--- src/rtl/clkdist_pkg.sv ---
// Shared constants, register map and types for the output clock distribution.
package clkdist_pkg;

    // ------------------------------------------------------------------
    // Register indices (byte address is four times the index)
    // ------------------------------------------------------------------
    localparam int unsigned ADDR_W          = 13;
    localparam logic [11:0] IDX_SETTINGS    = 12'h400;
    localparam logic [11:0] IDX_ENABLE      = 12'h401;
    localparam logic [11:0] IDX_CH0_MODE    = 12'h404;
    localparam logic [11:0] IDX_CH1_MODE    = 12'h405;
    localparam logic [11:0] IDX_CH0_DIVIDER = 12'h410;
    localparam logic [11:0] IDX_CH1_DIVIDER = 12'h411;
    localparam logic [11:0] IDX_STATUS      = 12'h412;

    // ------------------------------------------------------------------
    // Field positions
    // ------------------------------------------------------------------
    localparam int unsigned SET_PD0_BIT     = 0;
    localparam int unsigned SET_PD1_BIT     = 1;
    localparam int unsigned SET_HF_RX_BIT   = 4;
    localparam int unsigned STAT_SLEEP_BIT  = 2;

    // ------------------------------------------------------------------
    // Reset values
    // ------------------------------------------------------------------
    localparam logic [7:0]  SETTINGS_RST    = 8'h00;
    localparam logic [7:0]  ENABLE_RST      = 8'h03;
    localparam logic [7:0]  MODE_RST        = 8'h00;
    localparam logic [29:0] DIVIDER_RST     = 30'h0000_0000;

    // ------------------------------------------------------------------
    // Types
    // ------------------------------------------------------------------
    typedef enum logic [2:0]
    {
        MODE_CMOS_BOTH   = 3'h0,
        MODE_CMOS_POS    = 3'h1,
        MODE_CMOS_NEG    = 3'h2,
        MODE_TRISTATE    = 3'h3,
        MODE_LVDS        = 3'h4,
        MODE_LVPECL      = 3'h5,
        MODE_UNUSED6     = 3'h6,
        MODE_UNUSED7     = 3'h7
    } out_mode_e;

    // Layout of a channel mode register.
    typedef struct packed
    {
        logic [1:0] spare;
        logic       cmos_phase_inv;
        logic       polarity_inv;
        logic       strong_drive;
        out_mode_e  mode;
    } chan_mode_s;

    // Pin drive of one channel; an oe_n low means the pin is driven.
    typedef struct packed
    {
        logic channel_positive_pin;
        logic positive_oe_n;
        logic channel_negative_pin;
        logic negative_oe_n;
        logic strong_drive;
    } chan_pins_s;

endpackage

--- src/rtl/output_clock_divider_distribution.sv ---
// Two-channel output clock divider and driver stage with an APB slave.
//
// Added by the designer: the APB interface to the registers.
`timescale 1ns/1ps
`default_nettype none
// ----------------------------------------------------------------------
// How it works
// - 30-bit divider, ratio is value plus one
// - Even ratios give exact half duty
// - Ratio one passes input duty through
// - Odd ratios high fraction (N+2X-1)/2N
// - Move falling edge, rising when inverted
// - Per-channel power-down shuts only its driver
// - Both powered down gives deep sleep
// - CMOS disable stalls at static level
// - Tristate silences pins, divider keeps aligned
// - Enable changes land on period boundaries
// - Same ratio channels start together
// - Mode bits 2..0 choose family, pins
// - Mode decode: CMOS variants, LVDS, LVPECL
// - Polarity invert swaps levels, default normal
// - CMOS phase invert complements negative pin
// - Drive bit weak/strong, LVPECL ignores
// - Settings bit four picks fast receiver
// - Drive strength sits at mode bit three
// ----------------------------------------------------------------------
module output_clock_divider_distribution
    import clkdist_pkg::*;
#(
    parameter int unsigned NUM_CH = 2,
    parameter int unsigned DIV_W  = 30
)
(
    input  wire logic                  clk,
    input  wire logic                  resetn,
    input  wire logic                  psel,
    input  wire logic                  penable,
    input  wire logic                  pwrite,
    input  wire logic [ADDR_W-1:0]     paddr,
    input  wire logic [31:0]           pwdata,
    output var  logic [31:0]           prdata,
    output var  logic                  pready,
    output var  logic                  pslverr,
    input  wire logic                  distribution_input_clock,
    output var  logic                  hf_receiver_sel,
    output var  logic                  deep_sleep,
    output var  chan_pins_s [NUM_CH-1:0] channel_output
);

    // ------------------------------------------------------------------
    // Helpers
    // ------------------------------------------------------------------

    // Byte address of a register index.
    // Registers sit on whole words, so the two low address bits are
    // always zero and the index is shifted up by two.
    function automatic logic [ADDR_W-1:0] byte_addr(input logic [11:0] idx);
        byte_addr = {idx[ADDR_W-3:0], 2'b00};
    endfunction

    // ------------------------------------------------------------------
    // Register file
    // ------------------------------------------------------------------
    // Map in byte addresses: settings at 0x1000, enable at 0x1004, the
    // two mode registers at 0x1010 and 0x1014, the two divider words at
    // 0x1040 and 0x1044 and the read-only status word at 0x1048.
    // Settings: bit 0 and bit 1 power the channels down, bit 4 picks
    // the fast receiver. Enable: one bit per channel. Mode: family in
    // bits 2..0, drive in bit 3, polarity in bit 4, phase in bit 5.
    // Bits above a register's width read as zero and ignore writes.
    logic [7:0]       settings_ff;
    logic [7:0]       enable_ff;
    chan_mode_s       mode_ff    [NUM_CH];
    logic [DIV_W-1:0] divider_ff [NUM_CH];
    logic [31:0]      nxt_prdata;
    logic             nxt_slverr;
    logic             wr_en;
    logic             in_ff;
    logic             in_rise;
    logic             in_fall;
    logic             sleep;
    logic [NUM_CH-1:0] active_ff;

    // Writes land only in the access phase, when pready is seen high.
    assign wr_en = psel & penable & pwrite & pready;

    // Software state; the drive bit is field strong_drive at bit 3.
    always_ff @(posedge clk)
    begin
        if (!resetn)
        begin
            settings_ff <= SETTINGS_RST;
            enable_ff   <= ENABLE_RST;
            for (int c = 0; c < NUM_CH; c++)
            begin
                mode_ff[c]    <= chan_mode_s'(MODE_RST);
                divider_ff[c] <= DIVIDER_RST[DIV_W-1:0];
            end
        end
        else if (wr_en)
        begin
            if (paddr == byte_addr(IDX_SETTINGS))
                settings_ff <= pwdata[7:0];
            if (paddr == byte_addr(IDX_ENABLE))
                enable_ff <= pwdata[7:0];
            if (paddr == byte_addr(IDX_CH0_MODE))
                mode_ff[0] <= chan_mode_s'(pwdata[7:0]);
            if (paddr == byte_addr(IDX_CH1_MODE))
                mode_ff[1] <= chan_mode_s'(pwdata[7:0]);
            if (paddr == byte_addr(IDX_CH0_DIVIDER))
                divider_ff[0] <= pwdata[DIV_W-1:0];
            if (paddr == byte_addr(IDX_CH1_DIVIDER))
                divider_ff[1] <= pwdata[DIV_W-1:0];
        end
    end

    // Read mux, decoded in the setup phase so data stands in the access.
    always_comb
    begin
        nxt_prdata = 32'h0000_0000;
        nxt_slverr = 1'b0;
        if (paddr == byte_addr(IDX_SETTINGS))
            nxt_prdata[7:0] = settings_ff;
        else if (paddr == byte_addr(IDX_ENABLE))
            nxt_prdata[7:0] = enable_ff;
        else if (paddr == byte_addr(IDX_CH0_MODE))
            nxt_prdata[7:0] = mode_ff[0];
        else if (paddr == byte_addr(IDX_CH1_MODE))
            nxt_prdata[7:0] = mode_ff[1];
        else if (paddr == byte_addr(IDX_CH0_DIVIDER))
            nxt_prdata[DIV_W-1:0] = divider_ff[0];
        else if (paddr == byte_addr(IDX_CH1_DIVIDER))
            nxt_prdata[DIV_W-1:0] = divider_ff[1];
        else if (paddr == byte_addr(IDX_STATUS))
            nxt_prdata[2:0] = {sleep, active_ff};
        else
            nxt_slverr = 1'b1;
    end

    // APB answer: fixed one wait-free access phase after each setup.
    // The answer is registered, so pready comes exactly one cycle after
    // the setup edge and stands for one cycle only. Read data is zero
    // outside that cycle, which keeps a stale word off the bus. An
    // unmapped address answers with pslverr and the write is dropped.
    always_ff @(posedge clk)
    begin
        if (!resetn)
        begin
            prdata  <= 32'h0000_0000;
            pready  <= 1'b0;
            pslverr <= 1'b0;
        end
        else if (psel & ~penable)
        begin
            prdata  <= pwrite ? 32'h0000_0000 : nxt_prdata;
            pready  <= 1'b1;
            pslverr <= nxt_slverr;
        end
        else
        begin
            prdata  <= 32'h0000_0000;
            pready  <= 1'b0;
            pslverr <= 1'b0;
        end
    end

    // ------------------------------------------------------------------
    // Input clock sampling
    // ------------------------------------------------------------------

    // The distribution clock is sampled like data; edges come from the
    // previous sample, so its frequency must stay below half of clk.
    // The price of a single clock domain is resolution: every output
    // edge lands on a clk edge, so duty and phase move in clk steps.
    always_ff @(posedge clk)
    begin
        if (!resetn)
            in_ff <= 1'b0;
        else
            in_ff <= distribution_input_clock;
    end

    assign in_rise = distribution_input_clock & ~in_ff;
    assign in_fall = ~distribution_input_clock & in_ff;

    // Both channels down puts the whole section asleep.
    // Sleep also holds the dividers at zero, which saves the most power
    // but loses the phase that the channels had before.
    assign sleep = settings_ff[SET_PD0_BIT] & settings_ff[SET_PD1_BIT];

    // Receiver choice and sleep state go straight to the analog side.
    always_ff @(posedge clk)
    begin
        if (!resetn)
        begin
            hf_receiver_sel <= 1'b0;
            deep_sleep      <= 1'b0;
        end
        else
        begin
            hf_receiver_sel <= settings_ff[SET_HF_RX_BIT];
            deep_sleep      <= sleep;
        end
    end

    // ------------------------------------------------------------------
    // Per-channel dividers and drivers
    // ------------------------------------------------------------------
    // Each channel counts input rises from zero up to its ratio value,
    // so one output period spans value plus one input periods. Even
    // ratios hold the wave high for the first half of the counts. Odd
    // ratios rise at count zero and fall on the input fall inside the
    // middle count, which stretches the high time by the input's own
    // high fraction; that is where the duty correction comes from. A
    // ratio of one copies the sampled input. Deep sleep clears both
    // counters together, so equal ratios restart in step on wake.
    logic [DIV_W-1:0] cnt_ff   [NUM_CH];
    logic [DIV_W-1:0] ratio_ff [NUM_CH];
    logic [NUM_CH-1:0] wave_ff;

    for (genvar c = 0; c < NUM_CH; c++)
    begin : g_ch
        logic             boundary;
        logic [DIV_W-1:0] nxt_cnt;
        logic [DIV_W-1:0] nxt_ratio;
        logic             gated;
        logic             lvl;
        logic             pd;
        chan_mode_s       m;

        assign m         = mode_ff[c];
        assign pd        = settings_ff[c];
        assign boundary  = (cnt_ff[c] == ratio_ff[c]);
        // A new ratio is only taken where the old period ends.
        assign nxt_ratio = boundary ? divider_ff[c] : ratio_ff[c];
        assign nxt_cnt   = boundary ? '0 : cnt_ff[c] + 1'b1;

        // Counter advances on each input rise; all channels share the
        // same reset and input, so equal ratios stay in step.
        // A new value written mid-period waits for the boundary, so a
        // ratio change never shortens the running period.
        always_ff @(posedge clk)
        begin
            if (!resetn || sleep)
            begin
                cnt_ff[c]   <= '0;
                ratio_ff[c] <= DIVIDER_RST[DIV_W-1:0];
            end
            else if (in_rise)
            begin
                cnt_ff[c]   <= nxt_cnt;
                ratio_ff[c] <= nxt_ratio;
            end
        end

        // Divided wave before gating and polarity.
        always_ff @(posedge clk)
        begin
            if (!resetn || sleep)
                wave_ff[c] <= 1'b0;
            else if (ratio_ff[c] == '0 && nxt_ratio == '0)
                wave_ff[c] <= distribution_input_clock;
            else if (in_rise && nxt_ratio[0])
                wave_ff[c] <= (nxt_cnt <= (nxt_ratio >> 1));
            // An odd ratio only rises at count zero; later rises keep
            // the wave, and the fall below ends the high phase.
            else if (in_rise && nxt_cnt == '0)
                wave_ff[c] <= 1'b1;
            else if (in_fall && !ratio_ff[c][0]
                     && cnt_ff[c] == (ratio_ff[c] >> 1))
                wave_ff[c] <= 1'b0;
        end

        // Enable is taken while the wave is low at a period edge, so no
        // truncated pulse ever leaves; a bypassed channel uses the fall.
        // Equal ratios share boundaries, so channels enabled by one
        // write start and stop on the same input rise.
        always_ff @(posedge clk)
        begin
            if (!resetn)
                active_ff[c] <= 1'b0;
            else if (ratio_ff[c] == '0 ? in_fall : (in_rise && boundary))
                active_ff[c] <= enable_ff[c];
        end

        // A disabled channel stalls low before polarity: a static level.
        assign gated = wave_ff[c] & active_ff[c];
        assign lvl   = gated ^ m.polarity_inv;

        // Pin drivers; tristate and single-channel power-down never touch the divider.
        // CMOS codes drive one or both pins with the same level, or the
        // negative pin inverted when phase invert is set. LVDS and
        // LVPECL always drive a complementary pair. Tristate and the two
        // unused codes release both pins. Power-down only raises the
        // output enables, so a channel comes back already in phase.
        // The drive strength bit reaches CMOS and LVDS; LVPECL keeps it
        // low because its current is fixed.
        always_ff @(posedge clk)
        begin
            if (!resetn)
                channel_output[c] <= '{1'b0, 1'b1, 1'b0, 1'b1, 1'b0};
            else
            begin
                channel_output[c].channel_positive_pin <= lvl;
                channel_output[c].channel_negative_pin <= lvl;
                channel_output[c].positive_oe_n        <= 1'b1;
                channel_output[c].negative_oe_n        <= 1'b1;
                channel_output[c].strong_drive         <= 1'b0;
                unique case (m.mode)
                    MODE_CMOS_BOTH, MODE_CMOS_POS, MODE_CMOS_NEG:
                    begin
                        channel_output[c].channel_negative_pin <=
                            lvl ^ m.cmos_phase_inv;
                        channel_output[c].positive_oe_n <=
                            pd | (m.mode == MODE_CMOS_NEG);
                        channel_output[c].negative_oe_n <=
                            pd | (m.mode == MODE_CMOS_POS);
                        channel_output[c].strong_drive <=
                            m.strong_drive;
                    end
                    MODE_LVDS:
                    begin
                        channel_output[c].channel_negative_pin <= ~lvl;
                        channel_output[c].positive_oe_n <= pd;
                        channel_output[c].negative_oe_n <= pd;
                        channel_output[c].strong_drive <=
                            m.strong_drive;
                    end
                    MODE_LVPECL:
                    begin
                        channel_output[c].channel_negative_pin <= ~lvl;
                        channel_output[c].positive_oe_n <= pd;
                        channel_output[c].negative_oe_n <= pd;
                    end
                    MODE_TRISTATE, MODE_UNUSED6, MODE_UNUSED7:
                    begin
                        channel_output[c].positive_oe_n <= 1'b1;
                        channel_output[c].negative_oe_n <= 1'b1;
                    end
                endcase
            end
        end
    end

endmodule // output_clock_divider_distribution
`default_nettype wire

--- config.mk ---
export PLATFORM = sky130hd
export DESIGN_NAME = output_clock_divider_distribution
export DESIGN_NICKNAME = d
export VERILOG_FILES = /design/src/rtl/clkdist_pkg.sv /design/src/rtl/output_clock_divider_distribution.sv
export SDC_FILE = /design/constraint.sdc
export NUM_CORES = 1
export LEC_CHECK = 0
export ABC_AREA = 1
export BUFFER_PORTS_ARGS = -buffer_cell sky130_fd_sc_hd__buf_2
export CAP_MARGIN = 5
export CORE_ASPECT_RATIO = 1.75
export CORE_MARGIN = 2
export CORE_UTILIZATION = 40
export DETAILED_ROUTE_END_ITERATION = 10
export MAX_ROUTING_LAYER = met4
export PLACE_DENSITY_LB_ADDON = 0.2
export SYNTH_ARGS = -nofsm -noshare
export SYNTH_HDL_FRONTEND = slang
export SYNTH_SLANG_ARGS = --single-unit
--- constraint.sdc ---
create_clock -name clk -period 3.9 [get_ports clk]
set_input_delay 0.195 -clock clk [delete_from_list [all_inputs] [get_ports clk]]
set_output_delay 0.195 -clock clk [all_outputs]
set_load 0.01 [all_outputs]
==> results of run 1 <==
how the worst min path moves through the flow:
stage	endpoint	slack [ns]	cells after the start
after floorplan	pready	0.29	1
after global placement	pready	0.43	2
after detailed placement	pready	0.44	2
after CTS	divider_ff[0][25]	0.0005	3
after global routing	divider_ff[0][42]	0.02	3
final	divider_ff[0][23]	0.02	3
cell usage after synthesis, types with 33 or more instances:
master and instances:
a21oi_1 80, clkbuf_1 33, dfxtp_1 65, edfxtp_1 196, ha_1 60, inv_1 282, inv_2 41, nand2_1 709
nand3_1 80, nand4_1 38, nor2_1 390, nor3_1 51, o21ai_0 67, o21ai_1 48
cells in the final DEF, fill, tap and decap left out, types with 3 or more instances in the layout:
| master | synthesis | layout |
|---|---|---|
| o211ai_1 | 14 | 14 |
| buf_2 | 19 | 92 |
| nor2_2 | 6 | 6 |
| clkinv_2 | 0 | 5 |
| a21oi_1 | 80 | 80 |
| o22ai_1 | 8 | 8 |
| xor2_1 | 28 | 28 |
| dfxtp_1 | 65 | 65 |
| inv_6 | 0 | 3 |
| nand2_1 | 709 | 703 |
| o21ai_2 | 3 | 3 |
| buf_12 | 0 | 4 |
| dlygate4sd3_1 | 0 | 22 |
| or2_2 | 4 | 4 |
| clkinv_4 | 0 | 3 |
| nor4_1 | 21 | 21 |
| nand3_1 | 80 | 80 |
| buf_4 | 8 | 78 |
| o221ai_1 | 5 | 5 |
| o21ai_0 | 67 | 64 |
| nor2_1 | 390 | 390 |
| inv_4 | 0 | 5 |
| o21ai_1 | 48 | 49 |
| a21o_1 | 3 | 3 |
| edfxtp_1 | 196 | 196 |
| ha_1 | 60 | 60 |
| nand2_2 | 4 | 8 |
| a221oi_1 | 4 | 4 |
| clkbuf_16 | 0 | 32 |
| nand3b_1 | 3 | 3 |
| nand4_1 | 38 | 38 |
| xnor2_1 | 25 | 25 |
| clkinv_1 | 3 | 3 |
| inv_1 | 282 | 282 |
| inv_2 | 41 | 41 |
| o21bai_1 | 4 | 4 |
| nor3_1 | 51 | 50 |
critical path, stage by stage (launching register included):
cell	delay (ns)
edfxtp_1	0.44
ha_1	0.27
nand2_1	0.09
nor2_1	0.33
nand2_2	0.24
nor2_1	0.19
xor2_1	0.22
nand2_1	0.10
inv_1	0.06
ha_1	0.22
nand2_1	0.13
o21ai_0	0.23
a21o_1	0.24
o21ai_1	0.21
nand3_1	0.10
a21oi_1	0.14
nand2_1	0.06
nand2_1	0.07
nand2_1	0.05
a21oi_1	0.10
cell type report:
type / instances / area, µm² / area share [%]
clock buffers: 35 / 832.0 / 4.290
clock inverters: 17 / 116.4 / 0.6000
inverters: 326 / 1224 / 6.309
multi-input cells: 1676 / 7995 / 41.22
flip-flops and latches: 261 / 7187 / 37.06
well taps: 555 / 694.4 / 3.580
repair buffers: 196 / 1346 / 6.941
flip-flops by register name (all words and copies together) (netlist names):
| signal | flops |
|---|---|
| divider_ff | 60 |
| pslverr | 1 |
| enable_ff | 8 |
| mode_ff | 16 |
| prdata | 30 |
| active_ff | 2 |
| cnt_ff | 60 |
| channel_output | 10 |
| hf_receiver_sel | 1 |
| settings_ff | 8 |
| ratio_ff | 60 |
| deep_sleep | 1 |
| wave_ff | 2 |
| pready | 1 |
| in_ff | 1 |
power by group through the flow:
| stage | Clock [mW] | Sequential (mW) | Combinational, mW |
|---|---|---|---|
| after CTS | 2.79 | 3.26 | 1.09 |
| after detailed placement | 0 | 3.32 | 1.07 |
| final | 2.75 | 3.26 | 1.09 |
| after floorplan | 0 | 3.27 | 0.710 |
| after global routing | 2.89 | 3.27 | 1.22 |
| after global placement | 0 | 3.31 | 1.06 |
what timing repair did:
item | CTS | global route
gates resized for setup | 0 | 4
endpoints found under the setup margin | 0 | 2
hold endpoints to repair | 41 | 0
hold buffers | 22 | 0
logic make-up after synthesis:
logic type               share of synthesized area (%)
AO/OA/AOI/OAI                                    8.316
XOR/XNOR                                         2.782
adder cells (fa/ha/maj)                          4.499
buffers and inverters                            9.351
flip-flops                                       43.07
other                                          0.02247
AND/OR/NAND/NOR                                  31.96
metal layers:
layer  part of all wire, %  up-vias  GRT usage (%)  wire length, µm
met5                     0        -              -                0
met4                   7.7        0          18.04             4461
met3                   3.7      175          2.734             2179
met2                    54      407          51.89            31570
met1                    34     7307          26.39            19970
li1                      -     7816              -                -
per-stage QoR:
| stage | hold WS, ns | area (µm²) |
|---|---|---|
| 2_1_floorplan | 0.2873 | 16690 |
| 3_3_place_gp | 0.4349 | 18220 |
| 3_5_place_dp | 0.4390 | 18220 |
| 4_1_cts | 0.0004951 | 19380 |
| 5_1_grt | 0.01902 | 19390 |
| 6_report | 0.01763 | 19390 |
==> impl_metrics.py, run 1 <==
metrics = {
    "place": {
        "place_ws_ns": 0.1974,
        "dp.cells": 2992,
        "hpwl_mm": 46.91,
        "place.gp.congestion": 1.031,
        "portBuffers": 92,
    },
    "clock_tree": {
        "cts-root-buf": "clkbuf_16",
        "worstSkewPairLatency_ns": 0.57,
        "cts_buffer_depth": 3,
        "htreeDepth": 1,
        "clkTransAtPathRegs_ns": 0.06,
        "numCtsBuffers": 28,
        "cts_tree": "yes",
        "clock-sinks": 261,
        "postCtsSetupBuffers": 0,
    },
    "floorplan": {
        "die_w_um": 158.4,
        "dieArea_um2": 43430,
        "fp.coreArea_um2": 41370,
        "rows": 99,
        "start_util_pct": 40.33,
        "die_h_um": 274.2,
        "io_pins": 97,
    },
    "critical_path": {
        "crit_path_end_kind": "flop",
        "required_ns": 4.39,
        "path_max_fanout": 5,
        "path_class": "reg2reg",
        "r2r_cells": 19,
        "worst_r2r_endpoint": "wave_ff[1]",
        "critPathCapture": "wave_ff[1]",
        "cp-start-kind": "flop",
        "r2r_slack_ns": 0.33,
        "startpoint": "cnt_ff[1][0]",
        "r2r-start": "cnt_ff[1][0]",
        "arrival_ns": 4.07,
    },
    "routing": {
        "drt-initial-drc-count": 952,
        "drt-total-wl_mm": 58.18,
        "drcViolationCount": 0,
        "post_drt_via_cell_ratio": 5.122,
        "num_vias": 15705,
        "firstDrtPassIters": 8,
        "wl_per_cell_um": 18.98,
        "antenna_left": 0,
    },
    "pwr": {
        "switching_share_pct": 29.23,
        "share_comb_of_total_power_pct": 15.4,
        "p_seq_share_pct": 45.9,
        "p_sw_mw": 2.075,
        "power_frac_clock_pct": 38.7,
        "p_total_mw": 7.098,
        "peakVddDrop_uv": 261.0,
        "internal_power_mw": 5.023,
        "p_per_area_nw_per_um2": 366.0,
        "p_leak_nw": 9.062,
    },
    "finish": {
        "final_core_util_pct": 46.88,
        "fill_cells": 4341,
        "area_growth_pct": 16.23,
        "drive_gt1_share_pct": 11.79,
        "fin_cells": 3066,
        "fin_nets": 2600,
        "diodes": 0,
    },
    "timing": {
        "finalCritPeriodShare_pct": 91.66,
        "slew_violations": 0,
        "final_hold_viol_count": 0,
        "slew_headroom_pct": 18.03,
        "min_period_ns": 3.575,
        "rsz0062_at_grt": "false",
        "finClkSkew_ns": 0.01452,
        "max_freq_mhz": 279.7,
        "tns_ns": 0,
        "setup_violations": 0,
        "worst_slack_ns": 0.3252,
        "tightest_slew_ns": 1.217,
    },
    "global_route": {
        "grt_max_degree": 49,
        "track_usage_pct": 27.69,
        "grt_pass1_vias": 15716,
        "antenna_found_initial": 0,
        "grt_pass1_wl_mm": 87.53,
        "grt-ovfl-total": 0,
    },
    "yosys": {
        "yosys.area.top_type": "edfxtp_1",
        "yosysWarnings": 0,
        "synthFlopType": "edfxtp_1",
        "seq_area_frac_synth_pct": 43.07,
        "syn-instance-count": 2331,
        "synth_seq_cells": 261,
        "synth_edf_count": 196,
        "async_flop_share_pct": 0,
        "netlist_area_um2": 16690,
        "synthTopCellsByArea": "edfxtp_1, nand2_1, nor2_1",
        "ys_types": 49,
        "synth_top_area_share_pct": 35.27,
        "post_synth.cell_area_avg_um2": 7.158,
    },
    "flow_run": {
        "max_cap_violations": 0,
    },
    "hold_path": {
        "hold_class": "in2reg",
        "hp-start": "pwdata[23]",
    },
    "run_status": {
        "run_status": "finished clean",
    },
}
Power figures use the tool's default switching activity.
==> run 2: changes to the inputs <==
--- a/config.mk
+++ b/config.mk
@@ -11,5 +11,5 @@
 export CORE_ASPECT_RATIO = 1.75
 export CORE_MARGIN = 2
-export CORE_UTILIZATION = 40
+export CORE_UTILIZATION = 45
 export DETAILED_ROUTE_END_ITERATION = 10
 export MAX_ROUTING_LAYER = met4
==> constraint.sdc (replaced) <==
create_clock -name clk -period 3.9 [get_ports clk]
set_input_delay 0.195 -clock clk [delete_from_list [all_inputs] [get_ports clk]]
set_output_delay 0.195 -clock clk [all_outputs]
set_load 0.005 [all_outputs]
==> run 2 against run 1 <==
  * Via count rose by 1.1%
  * Routed wire length fell by 4.0%
  * First-iteration DRC count did not move
  * Largest power group unchanged
==> impl_metrics.py, run 2 (same netlist as run 1, synthesis figures left out) <==
metrics = {
    "timing": {
        "slew_violations": 0,
        "finClkSkew_ns": 0.01713,
        "tightest_slew_ns": 1.146,
        "finalCritPeriodShare_pct": 94.40,
        "worst_slack_ns": 0.2184,
        "min_period_ns": 3.682,
        "slew_headroom_pct": 23.29,
        "tns_ns": 0,
        "setup_violations": 0,
        "max_freq_mhz": 271.6,
        "final_hold_viol_count": 0,
        "whs_ns": 0.002188,
    },
    "place": {
        "portBuffers": 92,
        "dp.cells": 2915,
        "place_ws_ns": 0.06924,
        "place.gp.congestion": 1.085,
        "hpwl_mm": 44.29,
    },
    "pwr": {
        "internal_power_mw": 5.058,
        "p_leak_nw": 9.075,
        "share_comb_of_total_power_pct": 15.3,
        "p_per_area_nw_per_um2": 366.1,
        "switching_share_pct": 28.48,
        "p_sw_mw": 2.014,
        "power_frac_clock_pct": 38.6,
        "peakVddDrop_uv": 293.1,
        "p_seq_share_pct": 46.1,
    },
    "global_route": {
        "use_met3_pct": 2.676,
        "grt_pass1_wl_mm": 84.93,
        "gr-usage-met2_pct": 55.35,
        "grt_max_degree": 86,
        "grt-ovfl-total": 0,
        "busiest_layer": "met2",
        "antenna_found_initial": 0,
        "grt_pass1_vias": 15693,
        "use_met1_pct": 28.44,
        "track_usage_pct": 29.78,
    },
    "clock_tree": {
        "cts-root-buf": "clkbuf_16",
        "cts_buffer_depth": 3,
        "postCtsSetupBuffers": 0,
        "worstSkewPairLatency_ns": 0.56,
        "clock-sinks": 261,
        "clkTransAtPathRegs_ns": 0.07,
        "htreeDepth": 1,
        "numCtsBuffers": 26,
        "cts_tree": "yes",
    },
    "critical_path": {
        "path_class": "reg2reg",
        "r2r-start": "cnt_ff[0][17]",
        "path_max_fanout": 21,
        "arrival_ns": 4.17,
        "cp-start-kind": "flop",
        "r2r_slack_ns": 0.22,
        "required_ns": 4.39,
        "crit_path_end_kind": "flop",
        "r2r_cells": 22,
        "worst_r2r_endpoint": "wave_ff[0]",
    },
    "routing": {
        "drt-total-wl_mm": 55.86,
        "wl_per_cell_um": 18.71,
        "drt-initial-drc-count": 952,
        "antenna_left": 0,
        "firstDrtPassIters": 6,
        "post_drt_via_cell_ratio": 5.315,
        "drcViolationCount": 0,
        "num_vias": 15872,
    },
    "hold_path": {
        "hold_class": "in2reg",
        "hp-start": "pwdata[17]",
        "min_to": "divider_ff[0][17]",
        "worstHoldPathCells": 3,
    },
    "run_status": {
        "run_status": "finished clean",
    },
    "floorplan": {
        "die_w_um": 149.6,
        "dieArea_um2": 38700,
        "fp.coreArea_um2": 36650,
        "rows": 93,
        "io_pins": 97,
        "die_h_um": 258.7,
        "start_util_pct": 45.52,
    },
    "flow_run": {
        "max_cap_violations": 0,
    },
    "finish": {
        "diodes": 0,
        "drive_gt1_share_pct": 11.67,
        "fin_nets": 2602,
        "final_cell_mix": "nand2_1, nor2_1, inv_1",
        "final_core_util_pct": 52.70,
        "top_regs": "cnt_ff x60, divider_ff x60, ratio_ff x60",
        "fin_cells": 2986,
        "area_growth_pct": 15.76,
        "final_common_cell": "nand2_1",
    },
}
[run 2: changes by cell type in the layout (fill, tap and decap cells not counted), sizes merged]
| cell | delta |
|---|---|
| clkbuf | -4 |
| inv | -5 |
| dlygate4sd3 | +1 |
| clkinv | +2 |
| bufinv | +3 |
| buf | +3 |
[run 2: power by group through the flow]
stage               Clock, mW  Combinational [mW]  Sequential [mW]
finish                   2.73                1.08             3.26
floorplan                   0               0.709             3.27
detailed placement          0                1.05             3.32
CTS                      2.76                1.07             3.26
global placement            0                1.03             3.31
global route             2.85                1.21             3.28
[run 2: cell type report]
type                       instances  area, µm²
clock buffer                      31      732.0
sequential                       261       7187
tap                              475      594.3
fill                            3591      17340
inverter                         326       1224
timing repair buffer             200       1379
multi-input combinational       1676       8008
clock inverter                    17      192.7
[run 2: worst max-delay path, cell delays in order, from the launching register on]
cell	delay, ns
edfxtp_1	0.50
inv_1	0.10
nand2_1	0.07
nand2_1	0.05
nor2_1	0.20
nand2_1	0.14
nor2_1	0.21
nand2_2	0.14
nor2_8	0.27
buf_12	0.21
o21ai_2	0.09
ha_1	0.30
nand2_1	0.10
nor4_4	0.22
buf_4	0.18
nand3_1	0.15
o21ai_1	0.18
inv_1	0.06
a21oi_1	0.14
nand2_1	0.06
nand2_1	0.05
nand2_1	0.06
a21oi_2	0.11
[run 2: what timing repair did]
item                                   4_1_cts  5_1_grt
endpoints found under the hold margin       44        0
hold buffers                                23        0
gates resized for setup                      0        5
setup endpoints to repair                    0        2
[run 2: per-layer routing]
| layer | vias to the layer above | wire length, µm | part of all wire [%] |
|---|---|---|---|
| met3 | 191 | 2076 | 3.7 |
| li1 | 7815 | - | - |
| met1 | 7426 | 18880 | 34 |
| met5 | - | 0 | 0 |
| met2 | 440 | 30240 | 54 |
| met4 | 0 | 4671 | 8.4 |
[run 2: stage by stage]
step	cell area, µm²	total power, mW
finish	19320	7.072
global route	19320	7.343
CTS	19290	7.086
detailed placement	18140	4.365
global placement	18140	4.346
floorplan	16690	3.976
[run 2: how the worst max path moves through the flow]
| stage | start | to | cells past startpoint |
|---|---|---|---|
| floorplan | settings_ff[1] | cnt_ff[0][0] | 4 |
| global placement | cnt_ff[0][0] | wave_ff[0] | 23 |
| detailed placement | cnt_ff[0][0] | wave_ff[0] | 23 |
| CTS | cnt_ff[0][0] | wave_ff[0] | 23 |
| global route | cnt_ff[0][0] | wave_ff[0] | 23 |
| finish | cnt_ff[0][17] | wave_ff[0] | 22 |
